$ cat src/include/gioc_pkg.sv
package gioc_pkg;

    ////////////////////////////////////////////////////////////////////////
    // register map, byte offsets inside a 4 KB window
    localparam int GIOC_ADDR_W = 12;
    localparam logic [11:0] GIOC_CTRL_OFFSET = 12'h000;
    localparam logic [11:0] GIOC_STATUS_OFFSET = 12'h004;

    ////////////////////////////////////////////////////////////////////////
    // control register field positions
    localparam int GIOC_F_MODE = 0; // three bits
    localparam int GIOC_F_IN_REG = 3;
    localparam int GIOC_F_OUT_REG = 4;
    localparam int GIOC_F_OE_REG = 5;
    localparam int GIOC_F_IN_FALL = 6;
    localparam int GIOC_F_OUT_FALL = 7;
    localparam int GIOC_F_OE_FALL = 8;
    localparam int GIOC_F_INVERT = 9;
    localparam int GIOC_F_DUAL = 10;
    localparam int GIOC_F_RESYNC = 11;
    localparam int GIOC_F_ALT_SEL = 12;
    localparam int GIOC_F_ALT_ROUTE = 13; // two bits
    localparam int GIOC_F_PULL_DOWN = 15;
    localparam int GIOC_CTRL_W = 16;
    localparam logic [15:0] GIOC_CTRL_RESET = 16'h0000;

    ////////////////////////////////////////////////////////////////////////
    // status register field positions
    localparam int GIOC_S_CORE_IN = 0; // two bits
    localparam int GIOC_S_PAD = 2;
    localparam int GIOC_S_OE = 3;
    localparam int GIOC_S_CONFIG = 4;
    localparam int GIOC_S_DIFF = 5;
    localparam int GIOC_S_DUAL = 6;

    ////////////////////////////////////////////////////////////////////////
    // reset values of the pad-facing flops
    localparam logic GIOC_PULL_UP_RESET = 1'b1;
    localparam logic GIOC_PULL_DOWN_RESET = 1'b0;

    // operating modes of the cell
    typedef enum logic [2:0] {
        GIOC_MODE_UNUSED,
        GIOC_MODE_INPUT,
        GIOC_MODE_OUTPUT,
        GIOC_MODE_BIDIR,
        GIOC_MODE_CLKOUT
    } gioc_mode_t;

    // destinations of the alternate input
    typedef enum logic [1:0] {
        GIOC_ALT_GLOBAL_CLOCK_NET,
        GIOC_ALT_GLOBAL_CONTROL_NET,
        GIOC_ALT_PLL,
        GIOC_ALT_CAMERA
    } gioc_alt_t;

endpackage

$ cat src/hdl/gioc_clk_edge.sv
`timescale 1ns/1ns
// turns a sampled path clock into rise and fall pulses
module gioc_clk_edge (
    input wire logic hclk,
    input wire logic hresetn,
    input wire logic clk_level,
    output logic rise,
    output logic fall
);

    typedef struct packed {
        logic prev; // level seen at the previous edge
    } gioc_edge_state_t;

    gioc_edge_state_t s;
    gioc_edge_state_t next_s;

    // next state is just the current level
    always_comb begin
        next_s = s;
        next_s.prev = clk_level;
    end

    // pulses are combinational so the owner sees them without lag
    assign rise = clk_level & ~s.prev;
    assign fall = ~clk_level & s.prev;

    always_ff @(posedge hclk or negedge hresetn) begin
        if (!hresetn) begin
            s <= '0;
        end else begin
            s <= next_s;
        end
    end

endmodule

$ cat src/hdl/gioc_io_cell.sv
`timescale 1ns/1ns
// one general-purpose pin: core paths, pad paths and ahb-lite control
module gioc_io_cell (
    input wire logic hclk,
    input wire logic hresetn,
    // ahb-lite slave
    input wire logic hsel,
    input wire logic [31:0] haddr,
    input wire logic [1:0] htrans,
    input wire logic hwrite,
    input wire logic [2:0] hsize,
    input wire logic [31:0] hwdata,
    input wire logic hready,
    output logic [31:0] hrdata,
    output logic hreadyout,
    output logic hresp,
    // core side
    input wire logic [1:0] core_out,
    input wire logic core_oe,
    input wire logic input_path_clock,
    input wire logic output_path_clock,
    output logic [1:0] core_in,
    // device state
    input wire logic configuring,
    input wire logic diff_pair_resource,
    // alternate function, deliberately unregistered
    output logic alternate_input,
    output logic global_clock_net,
    output logic global_control_net,
    output logic pll_reference_input,
    output logic camera_link_clock_input,
    // pad
    input wire logic pad_in,
    output logic pad_out,
    output logic pad_oe,
    output logic pad_pull_up,
    output logic pad_pull_down
);

    ////////////////////////////////////////////////////////////////////////
    // state of the cell, registered as one word

    typedef struct packed {
        logic [15:0] ctrl; // software configuration
        logic [31:0] rdata; // read data for the data phase
        logic wr_pend; // a write data phase is due
        logic wr_ctrl; // that write targets the control word
        logic [1:0] cin; // pad-to-core data
        logic in_fall_q; // falling sample awaiting resync
        logic out_q; // single-edge output register
        logic out_rise_q; // dual-edge output, rising half
        logic out_fall_q; // dual-edge output, falling half
        logic oe_q; // output-enable register
        logic pad_o; // level driven to the pad
        logic pad_e; // pad driver enable
    } gioc_cell_state_t;

    gioc_cell_state_t s;
    gioc_cell_state_t next_s;

    ////////////////////////////////////////////////////////////////////////
    // path clock edges and decoded configuration

    logic in_rise; // input path clock rose
    logic in_fall; // input path clock fell
    logic out_rise; // output path clock rose
    logic out_fall; // output path clock fell
    logic in_ev; // chosen edge of the input register
    logic out_ev; // chosen edge of the output register
    logic oe_ev; // chosen edge of the enable register
    logic in_path; // input path enabled by the mode
    logic out_path; // output path enabled by the mode
    logic oe_path; // enable path taken from the core
    logic clk_path; // clock forwarding enabled
    logic dual; // dual-edge really in force
    logic out_val; // output value before inversion
    logic oe_val; // enable value of the bidirectional mode
    logic ahb_go; // address phase accepted this edge
    logic [11:0] addr; // word-aligned byte address inside the window
    logic [31:0] rd_word; // word returned by a read
    logic [15:0] ctrl_now; // control word with a pending write applied
    logic [31:0] status_word; // live status fields

    gioc_clk_edge u_in_edge (
        .hclk(hclk),
        .hresetn(hresetn),
        .clk_level(input_path_clock),
        .rise(in_rise),
        .fall(in_fall)
    );

    gioc_clk_edge u_out_edge (
        .hclk(hclk),
        .hresetn(hresetn),
        .clk_level(output_path_clock),
        .rise(out_rise),
        .fall(out_fall)
    );

    // the pull block sees the registered enable, so it follows the pad
    gioc_pad_pull u_pull (
        .hclk(hclk),
        .hresetn(hresetn),
        .configuring(configuring),
        .diff_pair_resource(diff_pair_resource),
        .driving(s.pad_e),
        .pull_down_sel(s.ctrl[gioc_pkg::GIOC_F_PULL_DOWN]),
        .pull_up(pad_pull_up),
        .pull_down(pad_pull_down)
    );

    ////////////////////////////////////////////////////////////////////////
    // mode decode

    // each mode opens only the paths it owns
    always_comb begin
        in_path = 1'b0;
        out_path = 1'b0;
        oe_path = 1'b0;
        clk_path = 1'b0;
        case (gioc_pkg::gioc_mode_t'(s.ctrl[gioc_pkg::GIOC_F_MODE +: 3]))
            gioc_pkg::GIOC_MODE_INPUT: begin
                in_path = 1'b1;
            end
            gioc_pkg::GIOC_MODE_OUTPUT: begin
                out_path = 1'b1;
            end
            gioc_pkg::GIOC_MODE_BIDIR: begin
                in_path = 1'b1;
                out_path = 1'b1;
                oe_path = 1'b1;
            end
            gioc_pkg::GIOC_MODE_CLKOUT: begin
                clk_path = 1'b1;
            end
            default: begin
                // unused and undefined codes leave the pad released
                in_path = 1'b0;
            end
        endcase
    end

    // diff-pair pins never get the dual-edge registers
    assign dual = s.ctrl[gioc_pkg::GIOC_F_DUAL] &
        ~diff_pair_resource;

    // every register picks its own edge
    assign in_ev = s.ctrl[gioc_pkg::GIOC_F_IN_FALL] ?
        in_fall : in_rise;
    assign out_ev = s.ctrl[gioc_pkg::GIOC_F_OUT_FALL] ?
        out_fall : out_rise;
    assign oe_ev = s.ctrl[gioc_pkg::GIOC_F_OE_FALL] ?
        out_fall : out_rise;

    ////////////////////////////////////////////////////////////////////////
    // bus decode and read mux

    assign ahb_go = hsel & htrans[1] & hready;
    assign addr = {haddr[gioc_pkg::GIOC_ADDR_W-1:2], 2'b00};

    // a read right behind a write must see the new control word
    assign ctrl_now = (s.wr_pend & s.wr_ctrl) ?
        hwdata[gioc_pkg::GIOC_CTRL_W-1:0] : s.ctrl;

    // status shows what the cell is doing now
    always_comb begin
        status_word = 32'h0000_0000;
        status_word[gioc_pkg::GIOC_S_CORE_IN +: 2] = s.cin;
        status_word[gioc_pkg::GIOC_S_PAD] = pad_in;
        status_word[gioc_pkg::GIOC_S_OE] = s.pad_e;
        status_word[gioc_pkg::GIOC_S_CONFIG] = configuring;
        status_word[gioc_pkg::GIOC_S_DIFF] = diff_pair_resource;
        status_word[gioc_pkg::GIOC_S_DUAL] = dual;
    end

    // unmapped offsets read as zero and ignore writes
    always_comb begin
        rd_word = 32'h0000_0000;
        if (addr == gioc_pkg::GIOC_CTRL_OFFSET) begin
            rd_word = {16'h0000, ctrl_now};
        end else if (addr == gioc_pkg::GIOC_STATUS_OFFSET) begin
            rd_word = status_word;
        end
    end

    ////////////////////////////////////////////////////////////////////////
    // next state

    always_comb begin
        next_s = s;
        out_val = 1'b0;
        oe_val = 1'b0;

        // bus: writes land one edge after their address phase
        next_s.wr_pend = 1'b0;
        if (s.wr_pend && s.wr_ctrl) begin
            next_s.ctrl = hwdata[gioc_pkg::GIOC_CTRL_W-1:0];
        end
        if (ahb_go) begin
            if (hwrite) begin
                next_s.wr_pend = 1'b1;
                next_s.wr_ctrl = (addr == gioc_pkg::GIOC_CTRL_OFFSET);
            end else begin
                next_s.rdata = rd_word;
            end
        end

        // input path
        if (!in_path) begin
            // disabled path shows zeros to the core
            next_s.cin = 2'b00;
            next_s.in_fall_q = 1'b0;
        end else if (dual) begin
            if (s.ctrl[gioc_pkg::GIOC_F_RESYNC]) begin
                // falling sample waits for the next rising edge
                if (in_fall) begin
                    next_s.in_fall_q = pad_in;
                end
                if (in_rise) begin
                    next_s.cin[0] = pad_in;
                    next_s.cin[1] = s.in_fall_q;
                end
            end else begin
                // both halves go to the core as soon as taken
                if (in_rise) begin
                    next_s.cin[0] = pad_in;
                end
                if (in_fall) begin
                    next_s.cin[1] = pad_in;
                end
            end
        end else if (s.ctrl[gioc_pkg::GIOC_F_IN_REG]) begin
            // registered single-edge input, bit 1 held low
            next_s.cin[1] = 1'b0;
            if (in_ev) begin
                next_s.cin[0] = pad_in;
            end
        end else begin
            // bypassed input, only the hclk sampling stage remains
            next_s.cin = {1'b0, pad_in};
        end

        // output path value
        if (dual) begin
            if (out_rise) begin
                next_s.out_rise_q = core_out[0];
            end
            if (out_fall) begin
                next_s.out_fall_q = core_out[1];
            end
            // high half of the clock shows bit 0, low half bit 1
            out_val = output_path_clock ?
                next_s.out_rise_q : next_s.out_fall_q;
        end else if (s.ctrl[gioc_pkg::GIOC_F_OUT_REG]) begin
            if (out_ev) begin
                next_s.out_q = core_out[0];
            end
            out_val = next_s.out_q;
        end else begin
            out_val = core_out[0];
        end

        // enable path, registered or bypassed on its own
        if (s.ctrl[gioc_pkg::GIOC_F_OE_REG]) begin
            if (oe_ev) begin
                next_s.oe_q = core_oe;
            end
            oe_val = next_s.oe_q;
        end else begin
            oe_val = core_oe;
        end

        // pad drive; configuration always keeps the driver off
        if (configuring) begin
            next_s.pad_o = 1'b0;
            next_s.pad_e = 1'b0;
        end else if (clk_path) begin
            next_s.pad_o = output_path_clock;
            next_s.pad_e = 1'b1;
        end else if (out_path) begin
            next_s.pad_o = out_val ^ s.ctrl[gioc_pkg::GIOC_F_INVERT];
            // bidir follows the core enable, output mode always drives
            next_s.pad_e = oe_path ? oe_val : 1'b1;
        end else begin
            next_s.pad_o = 1'b0;
            next_s.pad_e = 1'b0;
        end
    end

    ////////////////////////////////////////////////////////////////////////
    // state register

    always_ff @(posedge hclk or negedge hresetn) begin
        if (!hresetn) begin
            s <= '0;
            s.ctrl <= gioc_pkg::GIOC_CTRL_RESET;
        end else begin
            s <= next_s;
        end
    end

    ////////////////////////////////////////////////////////////////////////
    // outputs

    // zero wait states, and the slave never errors
    assign hreadyout = 1'b1;
    assign hresp = 1'b0;
    assign hrdata = s.rdata;

    assign core_in = s.cin;
    // a released pad is never driven; the pull block takes over
    assign pad_out = s.pad_o;
    assign pad_oe = s.pad_e;

    // alternate function: pad straight to the chosen network, no flop,
    // so clocks routed this way keep their edges; the price is that
    // these outputs carry pad glitches as they are
    always_comb begin
        alternate_input = 1'b0;
        global_clock_net = 1'b0;
        global_control_net = 1'b0;
        pll_reference_input = 1'b0;
        camera_link_clock_input = 1'b0;
        if (in_path && s.ctrl[gioc_pkg::GIOC_F_ALT_SEL]) begin
            alternate_input = pad_in;
            case (gioc_pkg::gioc_alt_t'(
                    s.ctrl[gioc_pkg::GIOC_F_ALT_ROUTE +: 2]))
                gioc_pkg::GIOC_ALT_GLOBAL_CLOCK_NET: begin
                    global_clock_net = pad_in;
                end
                gioc_pkg::GIOC_ALT_GLOBAL_CONTROL_NET: begin
                    global_control_net = pad_in;
                end
                gioc_pkg::GIOC_ALT_PLL: begin
                    pll_reference_input = pad_in;
                end
                gioc_pkg::GIOC_ALT_CAMERA: begin
                    camera_link_clock_input = pad_in;
                end
                default: begin
                    global_clock_net = 1'b0;
                end
            endcase
        end
    end

endmodule

$ cat src/hdl/gioc_pad_pull.sv
`timescale 1ns/1ns
// chooses the weak pull resistor of the pad
module gioc_pad_pull (
    input wire logic hclk,
    input wire logic hresetn,
    input wire logic configuring,
    input wire logic diff_pair_resource,
    input wire logic driving,
    input wire logic pull_down_sel,
    output logic pull_up,
    output logic pull_down
);

    typedef struct packed {
        logic up;
        logic down;
    } gioc_pull_state_t;

    gioc_pull_state_t s;
    gioc_pull_state_t next_s;
    logic down_ok; // pull-down really available on this pin

    // configuration wins, then an active driver, then the chosen pull
    always_comb begin
        next_s = s;
        down_ok = pull_down_sel & ~diff_pair_resource;
        if (configuring) begin
            // diff-pair pins are left alone during configuration
            next_s.up = ~diff_pair_resource;
            next_s.down = 1'b0;
        end else if (driving) begin
            // no pull fights the driver
            next_s.up = 1'b0;
            next_s.down = 1'b0;
        end else begin
            // released or unused pad keeps its weak pull
            next_s.up = ~down_ok;
            next_s.down = down_ok;
        end
    end

    assign pull_up = s.up;
    assign pull_down = s.down;

    // reset state matches the configuration default of pull-up
    always_ff @(posedge hclk or negedge hresetn) begin
        if (!hresetn) begin
            s.up <= gioc_pkg::GIOC_PULL_UP_RESET;
            s.down <= gioc_pkg::GIOC_PULL_DOWN_RESET;
        end else begin
            s <= next_s;
        end
    end

endmodule

$ cat config.mk
export PLATFORM = sky130hd
export DESIGN_NAME = gioc_io_cell
export DESIGN_NICKNAME = d
export VERILOG_FILES = /design/src/include/gioc_pkg.sv /design/src/hdl/gioc_clk_edge.sv /design/src/hdl/gioc_io_cell.sv /design/src/hdl/gioc_pad_pull.sv
export SDC_FILE = /design/constraint.sdc
export NUM_CORES = 1
export LEC_CHECK = 0
export BUFFER_PORTS_ARGS = -buffer_cell sky130_fd_sc_hd__buf_4
export CORE_ASPECT_RATIO = 0.9
export CORE_MARGIN = 8
export CORE_UTILIZATION = 35
export CTS_BUF_LIST = sky130_fd_sc_hd__clkbuf_4 sky130_fd_sc_hd__clkbuf_8 sky130_fd_sc_hd__clkbuf_16
export DETAILED_ROUTE_END_ITERATION = 10
export SLEW_MARGIN = 20
export SYNTH_ARGS = -nofsm -noshare
export SYNTH_HDL_FRONTEND = slang
export SYNTH_SLANG_ARGS = --single-unit
$ cat constraint.sdc
create_clock -name hclk -period 2.35 [get_ports hclk]
set_clock_uncertainty 0.1 [all_clocks]
set_input_delay 0.3525 -clock hclk [delete_from_list [all_inputs] [get_ports hclk]]
set_output_delay 0.3525 -clock hclk [all_outputs]
set_load 0.02 [all_outputs]
# After elaboration in Yosys (flattened, before gate mapping)
# Cells that the tools add are included.
# Widths: inputs -> output; s select.
dict set report word_totals {
  output_inout_bits 45
  memories 0
  word_cells 107
  rom_bits 0
  reg_bits 47
  latchBits 0
  mem_bits_rw 0
}
dict set report op_classes {
  n_mul 0
  eq_ne 15
  n_bitwise 18
  mux 45
  shift 0
  div_mod_pow 0
  magnitude_cmp 0
  n_reduce_logical 12
  n_addsub 0
}
# operator n
set op_table {}
lappend op_table {{$mux 16} 2}
lappend op_table {{$mux 1} 31}
lappend op_table {{$mux 2} 10}
lappend op_table {{$logic_not 12->1} 1}
lappend op_table {{$eq 10x1->1 const B} 1}
lappend op_table {{$reduce_and 2->1} 5}
lappend op_table {{$and 1x1->1} 9}
lappend op_table {{$ne 4x4->1 const B} 2}
lappend op_table {{$not 1->1} 8}
lappend op_table {{$mux 7} 1}
lappend op_table {{$eq 3x2->1 const B} 2}
lappend op_table {{$eq 2x2->1 const B} 2}
lappend op_table {{$ne 2x2->1 const B} 2}
lappend op_table {{$ne 4x3->1 const B} 1}
lappend op_table {{$reduce_or 2->1} 2}
lappend op_table {{$eq 3x1->1 const B} 1}
lappend op_table {{$eq 3x3->1 const B} 1}
lappend op_table {{$mux 3} 1}
lappend op_table {{$ne 3x3->1 const B} 1}
lappend op_table {{$reduce_and 3->1} 1}
lappend op_table {{$eq 2x1->1 const B} 1}
lappend op_table {{$logic_and 1x1->1} 2}
lappend op_table {{$logic_not 2->1} 1}
lappend op_table {{$ne 2x1->1 const B} 1}
lappend op_table {{$xor 1x1->1} 1}

# Logic depth before layout (Yosys ltp)
# Gate-level depths: netlist of the first run.
dict set report depth {
  word_depth 10
  depth_mapped 7
  mapped_depth_nobuf 6
}

# Cells and area by module
# Synthesis of the first run repeated with hierarchy kept, for this count alone.
dict set report hier_totals {
  hier_cells 235
  area_unflattened_um2 2464.9
}
# module cells_per_inst area_per_inst_um2 seq_area_each_um2 instances
set by_module_without_submodules {}
lappend by_module_without_submodules {gioc_io_cell 223 2301.0 1076.0 1}
lappend by_module_without_submodules {gioc_pad_pull 6 83.8 51.3 1}
lappend by_module_without_submodules {gioc_clk_edge 3 40.0 25.0 2}

# Least setup slack after synthesis of the first run
# Ideal clock, no wire load.
dict set report synth_timing {
  path_kind {register to output}
  from {reg s[45] (netlist name)}
  to {out global_control_net}
  t_arrival_ps 1396
  required_time_ps 1898
  path_buffers 0
  stages_incl_launch_ff 5
  setup_slack_ps 502
  path_cell_list {dfrtp_1 nand2b_1 nor2_1 nand2_1 nor2_1}
}
dict set report synth_between {
  elab_chain_len 5
  elab_cells_between_ends 6
}
# element line
set synth_rtl {}
lappend synth_rtl {{start, declared} gioc_io_cell.sv:58} ;# gioc_cell_state_t s;
lappend synth_rtl {{start signal, assigned} gioc_io_cell.sv:298} ;# s <= next_s;
lappend synth_rtl {{$eq 3x2->1 / $eq 3x1->1 (equally long branches)} gioc_io_cell.sv:121} ;# case (gioc_pkg::gioc_mode_t'(s.ctrl[gioc_pkg::GIOC_F_MODE +: 3]))
lappend synth_rtl {{$reduce_or 2->1 (no source line) (*)} --}
lappend synth_rtl {{$mux 1 (*)} gioc_io_cell.sv:121}
lappend synth_rtl {{$logic_and 1x1->1 (*)} gioc_io_cell.sv:324} ;# if (in_path && s.ctrl[gioc_pkg::GIOC_F_ALT_SEL]) begin
lappend synth_rtl {{$mux 1 (*)} gioc_io_cell.sv:324}
lappend synth_rtl {{end, declared} gioc_io_cell.sv:29} ;# output logic global_control_net,
# Mark *: on every way between the ends. The rest lies on a longest branch, timed or not.

# Worst setup path after layout of the first run
dict set report layout_timing {
  from {reg s[45] (netlist name)}
  to {out camera_link_clock_input}
}
dict set report layout_between {
  elab_chain_len 5
  elab_cells_between_ends 6
}
# element line
set layout_rtl {}
lappend layout_rtl {{$eq 3x2->1 / $eq 3x1->1 (equally long branches)} gioc_io_cell.sv:121}
lappend layout_rtl {{$reduce_or 2->1 (no source line) (*)} --}
lappend layout_rtl {{$mux 1 (*)} gioc_io_cell.sv:121}
lappend layout_rtl {{$logic_and 1x1->1 (*)} gioc_io_cell.sv:324}
lappend layout_rtl {{$mux 1 (*)} gioc_io_cell.sv:324}
lappend layout_rtl {{end, declared} gioc_io_cell.sv:31} ;# output logic camera_link_clock_input,
# Marks and branches as above.

==> Flow_metrics.wiki, run 1 <==
{| class="wikitable"
! Metric !! Value
|-
| Outcome || finished, final reports clean
|-
| Clk buf depth || 2
|-
| Detailed Route Iter0 Violations || 36
|-
| Total of endpoints with negative setup slack in the final report || 0
|-
| Global-route wire length before repair || 9.76 mm
|-
| Final weighted congestion in routability-driven placement || 0.789
|-
| Die area || 9960 um2
|-
| Antenna Nets Post-Route || 0
|-
| Hold violation count in the final report || 0
|-
| Antenna violations before repair || 0
|-
| Hold_sp || input_path_clock
|-
| Post-route design area || 2950 um2
|-
| Synth Area per Inst || 9.98 um2
|-
| Beginning of the worst register-to-register path || u_out_edge.s
|-
| Height of the die || 95.5 um
|-
| Top Family by Delay on Critical Path || simple AND/OR/NAND/NOR gates
|-
| Count of pins over their slew limit || 0
|-
| Worst min path class || in -> reg
|-
| Post-Synthesis Cells || 246
|-
| Type of the worst setup path || reg -> out
|-
| Average vias per placed instance || 4.73
|-
| Number of DRC violations after detailed routing || 0
|-
| Ys flop type || sky130_fd_sc_hd__dfrtp_1
|-
| CTS tree || built
|-
| Capturing element type of the critical path || output pin
|-
| Number of buffers and inverters on the critical path || 1
|-
| Number of diodes || 0
|-
| Leakage dissipation || 1.39 nW
|-
| Post-synth top area share || 46.9%
|-
| Amount of wire on met2 after detailed routing || 2.80 mm
|-
| Top fanout value on the critical path || 6
|-
| Reported max-cap violation count || 0
|-
| FILL cells || 708
|-
| Fmax || 481 MHz
|-
| Number of flops mapped to enable cells by yosys || 0
|-
| Vias in the first global route || 1967
|-
| Post-CTS Setup Repair Bufs || 0
|-
| Uppermost metal layer occupied by signal nets || met4
|-
| I/O pin count || 127
|-
| Seq cells post-synth || 47
|-
| Maximum number of pins on one net before global-route repair || 48
|-
| X dimension of the die || 104 um
|-
| RSZ-0062 raised after global routing || false
|-
| Area of the core region || 6930 um2
|-
| Clock power share || 31.1%
|-
| Reg2Reg Setup Slack || 470 ps
|-
| Worst Path Required || 1900 ps
|-
| Synthesis-to-layout area growth || 20.1%
|-
| Root buf cell || sky130_fd_sc_hd__clkbuf_8
|-
| Port Buf Inserts || 66
|-
| Number of vias in the routed layout || 1845
|-
| Largest incremental delay on the critical path || 460 ps
|-
| Core Rows || 29
|-
| Async set-or-reset flop fraction in the synthesized netlist || 100%
|-
| Proportion of synthesized chip area in sequential cells || 47.9%
|-
| Synth area leaders || sky130_fd_sc_hd__dfrtp_1, sky130_fd_sc_hd__buf_4, sky130_fd_sc_hd__mux2_2
|-
| Total wirelength of the detailed-routed design || 5.95 mm
|-
| Number of distinct library cells after synthesis || 42
|-
| Ratio of cells with drive above 1 in the final layout || 34.0%
|-
| Count of nets after finishing || 378
|-
| Met3 routed WL || 448 um
|-
| Switching power summed over all nets || 445 uW
|-
| Top cell type by total area after synthesis || sky130_fd_sc_hd__dfrtp_1
|-
| Setup crit start || s[45]
|-
| Number of clock sinks seen by CTS || 47
|-
| Max rail drop VDD || 0.226 mV
|-
| Critical Path Source Type || flip-flop
|-
| Min cycle time layout || 2080 ps
|-
| Internal cell power || 1.16 mW
|-
| Mapped Area || 2460 um2
|-
| Number of buffers inserted by hold repair at cts || 1
|-
| H-tree level count || 2
|-
| Source-to-sink clock delay at the later pin of the worst-skew pair || 300 ps
|-
| Relative contribution of sequential cells to total power || 54.4%
|-
| Warnings from Yosys || 0
|-
| Detailed-placement wirelength estimate || 4.49 mm
|-
| Combinational Power Share || 14.5%
|-
| Wire length per cell after detailed routing || 15.3 um
|-
| Final period utilization || 88.4%
|-
| Inserted Clock Buffers || 5
|-
| Wire length on met1 || 2.64 mm
|-
| Critical-path cell with the highest stage delay || sky130_fd_sc_hd__dfrtp_1
|-
| Cell area after placement || 2850 um2
|-
| Setup tns final || 0 ps
|-
| Cells resized by post-CTS repair || 0
|-
| Gr usage total || 12.3%
|-
| Ordered cell list for the critical path || nand2b_1 > nor2_1 > and3_1 > buf_4
|-
| Switching share of total power || 27.6%
|-
| Number of iterations in the first detailed-routing pass || 4
|-
| Initial core utilization || 35.4%
|-
| Global route total overflow || 0
|-
| Pwr Density || 546 nW/um2
|-
| Clock-pin slew reported for the worst setup and hold paths after clock tree synthesis || 90 ps
|-
| Pin slew with the least headroom to its limit || 600 ps
|-
| Data arrival time of the critical path || 1630 ps
|-
| Max_slew headroom || 60.0%
|}
metal layers:
layer	vias up	GRT usage, %
met4	0	3.97
met5	-	0
li1	900	-
met3	8	5.14
met1	883	14.6
met2	54	20.0
registers in the layout (all words and copies together), names as in the netlist:
signal,count
core_in,2
hrdata,16
pad_oe,1
pad_out,1
s,23
u_in_edge.s,1
u_out_edge.s,1
u_pull.pull_down,1
u_pull.pull_up,1
through the flow:
stage | power (mW) | setup slack, ps | hold WS, ps | std cells | utilization, %
CTS | 1.64 | 275 | 61.6 | 390 | 42.6
global placement | 1.12 | 525 | 302 | 381 | 41.1
finish | 1.61 | 272 | 70.8 | 390 | 42.6
floorplan | 1.04 | 502 | -43.1 | 262 | -
global route | 1.70 | 129 | 61.7 | 390 | 42.6
detailed placement | 1.12 | 481 | 306 | 381 | 41.1
cell type report:
cell class / instances / area, um2 / area share (%)
flip-flops and latches: 47 / 1180 / 39.9
multi-input cells: 165 / 1010 / 34.2
well taps: 93 / 116 / 3.94
inverters: 7 / 26.3 / 0.891
clock inverters: 3 / 23.8 / 0.806
repair buffers: 70 / 528 / 17.9
clock buffers: 5 / 68.8 / 2.33
power by group through the flow:
stage / logic [mW] / registers [mW] / clock network [mW]
floorplan: 0.154 / 0.885 / 0
CTS: 0.234 / 0.876 / 0.530
global route: 0.259 / 0.882 / 0.560
detailed placement: 0.232 / 0.892 / 0
finish: 0.233 / 0.876 / 0.501
global placement: 0.228 / 0.890 / 0
final timing paths:
kind,to,cells after the start
setup / recovery,camera_link_clock_input,4
hold / removal,u_in_edge.s,1
setup reg to reg,pad_out,5
hold reg to reg,hrdata[11],2
max in group asynchronous,hrdata[11],2
min in group asynchronous,s[5],2
cell usage in the layout (no fill, tap or decap), types with 2 or more instances in the layout:
| cell type | synthesis | layout |
|---|---|---|
| sky130_fd_sc_hd__conb_1 | 2 | 18 |
| sky130_fd_sc_hd__buf_4 | 37 | 69 |
| sky130_fd_sc_hd__nand4b_1 | 2 | 2 |
| sky130_fd_sc_hd__a22oi_1 | 7 | 7 |
| sky130_fd_sc_hd__nand3_1 | 3 | 3 |
| sky130_fd_sc_hd__nor2_1 | 15 | 15 |
| sky130_fd_sc_hd__nor4_1 | 3 | 3 |
| sky130_fd_sc_hd__mux2_2 | 18 | 18 |
| sky130_fd_sc_hd__nor2b_1 | 2 | 2 |
| sky130_fd_sc_hd__o21ai_0 | 20 | 20 |
| sky130_fd_sc_hd__clkinvlp_4 | 0 | 2 |
| sky130_fd_sc_hd__o31ai_1 | 2 | 2 |
| sky130_fd_sc_hd__nand2_1 | 39 | 39 |
| sky130_fd_sc_hd__clkbuf_8 | 0 | 5 |
| sky130_fd_sc_hd__nand2b_1 | 3 | 3 |
| sky130_fd_sc_hd__mux2i_1 | 3 | 3 |
| sky130_fd_sc_hd__a21oi_1 | 7 | 7 |
| sky130_fd_sc_hd__inv_1 | 7 | 7 |
| sky130_fd_sc_hd__dfrtp_1 | 46 | 46 |
| sky130_fd_sc_hd__a31oi_1 | 2 | 2 |
kinds of logic (layout without fill, tap and decap cells):
| group | count (synthesis) | after routing | share of synthesized area (%) |
|---|---|---|---|
| simple gates | 75 | 75 | 14.3 |
| buf+inv | 50 | 85 | 13.4 |
| compound gates | 49 | 49 | 13.1 |
| flops | 47 | 47 | 47.9 |
| mux | 22 | 22 | 10.5 |
| other cells | 2 | 18 | 0.306 |
| xor+xnor | 1 | 1 | 0.357 |
synthesized netlist by cell type (2+ instances only):
library cell	n
sky130_fd_sc_hd__inv_1	7
sky130_fd_sc_hd__nor2_1	15
sky130_fd_sc_hd__clkbuf_1	4
sky130_fd_sc_hd__mux2_2	18
sky130_fd_sc_hd__conb_1	2
sky130_fd_sc_hd__nor4_1	3
sky130_fd_sc_hd__mux2i_1	3
sky130_fd_sc_hd__a22oi_1	7
sky130_fd_sc_hd__o21ai_0	20
sky130_fd_sc_hd__nor2b_1	2
sky130_fd_sc_hd__nand2b_1	3
sky130_fd_sc_hd__dfrtp_1	46
sky130_fd_sc_hd__buf_2	2
sky130_fd_sc_hd__nand3_1	3
sky130_fd_sc_hd__o31ai_1	2
sky130_fd_sc_hd__a31oi_1	2
sky130_fd_sc_hd__buf_4	37
sky130_fd_sc_hd__nand2_1	39
sky130_fd_sc_hd__a21oi_1	7
sky130_fd_sc_hd__nand4b_1	2
(Power assumes the default switching activity.)
==> inputs of run 2 (changes only) <==
ABC_AREA = 1   (was default)
CORE_ASPECT_RATIO = 1.75   (was 0.9)
==> Flow_metrics.wiki, run 2 <==
{| class="wikitable"
! Metric !! Value
|-
| Worst Path Required || 1900 ps
|-
| Post-synth top area share || 46.5%
|-
| Gr usage total || 12.0%
|-
| Footprint of the multi-input gates || 892 um2
|-
| Max rail drop VDD || 0.381 mV
|-
| Number of distinct library cells after synthesis || 27
|-
| FILL cells || 730
|-
| Total wirelength of the detailed-routed design || 5.93 mm
|-
| Top fanout value on the critical path || 4
|-
| Min cycle time layout || 2210 ps
|-
| Async set-or-reset flop fraction in the synthesized netlist || 100%
|-
| Count of nets after finishing || 428
|-
| Most used standard cells in the synthesized netlist || sky130_fd_sc_hd__nand2_1, sky130_fd_sc_hd__dfrtp_1, sky130_fd_sc_hd__inv_1
|-
| Highest-count cells in the layout ignoring fill and taps || sky130_fd_sc_hd__buf_4, sky130_fd_sc_hd__nand2_1, sky130_fd_sc_hd__dfrtp_1
|-
| I/O pin count || 127
|-
| Number of DRC violations after detailed routing || 0
|-
| Source-to-sink clock delay at the later pin of the worst-skew pair || 290 ps
|-
| Final WS setup || 141 ps
|-
| Post-route design area || 2990 um2
|-
| Max_slew headroom || 57.8%
|-
| Post-Synthesis Cells || 296
|-
| Seq cells post-synth || 47
|-
| Number of clock sinks seen by CTS || 47
|-
| Critical Path Source Type || flip-flop
|-
| Port Buf Inserts || 66
|-
| Area of the core region || 6860 um2
|-
| Violated checks || hold timing
|-
| Worst r2r path cells || 4
|-
| Wire length per cell after detailed routing || 13.8 um
|-
| Ys flop type || sky130_fd_sc_hd__dfrtp_1
|-
| Clk buf depth || 2
|-
| Leakage dissipation || 1.52 nW
|-
| Maximum number of pins on one net before global-route repair || 48
|-
| Synth area leaders || sky130_fd_sc_hd__dfrtp_1, sky130_fd_sc_hd__buf_4, sky130_fd_sc_hd__nand2_1
|-
| Number of diodes || 0
|-
| Total of endpoints with negative setup slack in the final report || 0
|-
| Inserted Clock Buffers || 5
|-
| Setup tns final || 0 ps
|-
| Worst-case hold slack || -24.7 ps
|-
| Number of flops mapped to enable cells by yosys || 0
|-
| Clock-pin slew reported for the worst setup and hold paths after clock tree synthesis || 60 ps
|-
| Worst min path class || in -> async
|-
| Post-place setup slack || 414 ps
|-
| Average vias per placed instance || 4.60
|-
| Detailed-placement wirelength estimate || 4.73 mm
|-
| CTS tree || built
|-
| Power Total || 2.50 mW
|-
| Antenna violations before repair || 0
|-
| Proportion of synthesized chip area in sequential cells || 47.5%
|-
| Warnings from Yosys || 0
|-
| Hold violation count in the final report || 46
|-
| Cell with the most instances after synthesis || sky130_fd_sc_hd__nand2_1
|-
| RSZ-0062 raised after global routing || false
|-
| Synthesis-to-layout area growth || 20.7%
|-
| Ordered cell list for the critical path || nor2_2 > nand2_1 > nand2_2 > nand2_1 > nor2_1 > inv_1 > nor3_1 > buf_4
|-
| Count of pins over their slew limit || 0
|-
| Cell area after placement || 2840 um2
|-
| Root buf cell || sky130_fd_sc_hd__clkbuf_16
|-
| Final period utilization || 94.0%
|-
| Final weighted congestion in routability-driven placement || 0.765
|-
| Top Family by Delay on Critical Path || simple AND/OR/NAND/NOR gates
|-
| Mapped Area || 2480 um2
|-
| Pwr Density || 835 nW/um2
|-
| Critical-path cell with the highest stage delay || sky130_fd_sc_hd__dfrtp_1
|-
| Core Rows || 40
|-
| Fmax || 453 MHz
|-
| Reported max-cap violation count || 0
|-
| Top cell type by total area after synthesis || sky130_fd_sc_hd__dfrtp_1
|-
| Vias in the first global route || 2066
|-
| Largest incremental delay on the critical path || 390 ps
|-
| Number of buffers and inverters on the critical path || 2
|-
| Largest register by flop count || s
|-
| Type of the worst setup path || reg -> out
|-
| H-tree level count || 2
|-
| FF+latch area || 1180 um2
|-
| Capturing element type of the critical path || output pin
|-
| Most used cell, CP || sky130_fd_sc_hd__nand2_1
|-
| Number of logic stages on the critical path including buffering || 8
|-
| Global-route wire length before repair || 9.60 mm
|-
| Outcome || finished, violations left
|-
| Number of iterations in the first detailed-routing pass || 4
|-
| Detailed Route Iter0 Violations || 75
|-
| Global route total overflow || 0
|-
| X dimension of the die || 79.6 um
|-
| Initial core utilization || 36.1%
|-
| Synth Area per Inst || 8.37 um2
|-
| Post-CTS Setup Repair Bufs || 0
|-
| Most frequent standard cell in the layout excluding fill and tap cells || sky130_fd_sc_hd__buf_4
|-
| Antenna Nets Post-Route || 0
|-
| Flip-flop count of the largest register after layout || 23
|-
| Die area || 10100 um2
|-
| Pin slew with the least headroom to its limit || 632 ps
|-
| Data arrival time of the critical path || 1760 ps
|-
| Number of vias in the routed layout || 1976
|-
| Ratio of cells with drive above 1 in the final layout || 25.7%
|-
| Height of the die || 127 um
|}
run 2: cells by family (layout without fill, tap and decap cells):
family	count (synthesis)	after routing	synth area share, %
multiplexers	3	3	1.36
buffers and inverters	83	117	19.0
AND/OR/NAND/NOR	109	109	19.5
flip-flops	47	47	47.5
AO/OA/AOI/OAI	52	52	12.3
other	2	18	0.303
run 2: what timing repair did:
action / CTS / global route
gates resized for setup: 0 / 1
endpoints found under the setup margin: 0 / 4
hold buffers: 0 / 0
run 2: per-stage QoR:
| step | utilization [%] | cells |
|---|---|---|
| global route | 43.6 | 430 |
| finish | 43.6 | 430 |
| CTS | 43.6 | 430 |
| floorplan | - | 312 |
| detailed placement | 41.5 | 423 |
| global placement | 41.5 | 423 |
run 2: power breakdown:
group          switching [mW]  internal, mW  leakage, nW
Combinational           0.434         0.271        0.868
Sequential              0.103         0.992        0.580
Clock                   0.283         0.415       0.0727
run 2: per-layer routing:
metal	vias to the layer above	share of wire (%)	GRT usage, %
met4	0	2.1	6.26
met2	65	52	21.5
met3	7	6.6	3.30
met1	904	39	12.2
met5	-	0	0
li1	1000	-	-
run 2: layout make-up:
class	count	share of cell area [%]
clock inverters	1	0.167
repair buffers	69	17.3
well taps	84	3.51
flip-flops and latches	47	39.4
multi-input cells	182	29.8
inverters	41	5.15
clock buffers	6	4.64
run 2: worst paths after layout:
kind	from	endpoint	slack [ps]
worst max-delay path	s[45]	global_control_net	140
worst min-delay path	hresetn	s[3]	-20
worst max register to register	s[9]	hrdata[7]	640
worst min register to register	s[3]	s[3]	390
max in group asynchronous	hresetn	s[6]	1770
min in group hclk	input_path_clock	u_in_edge.s	80
run 2: worst reg2reg max path: cells and delay by family, from the launching register on:
| kind | cells | cell delay (ps) |
|---|---|---|
| AND/OR/NAND/NOR | 1 | 480 |
| flip-flops | 1 | 380 |
| AO/OA/AOI/OAI | 2 | 380 |
| buffers and inverters | 1 | 290 |
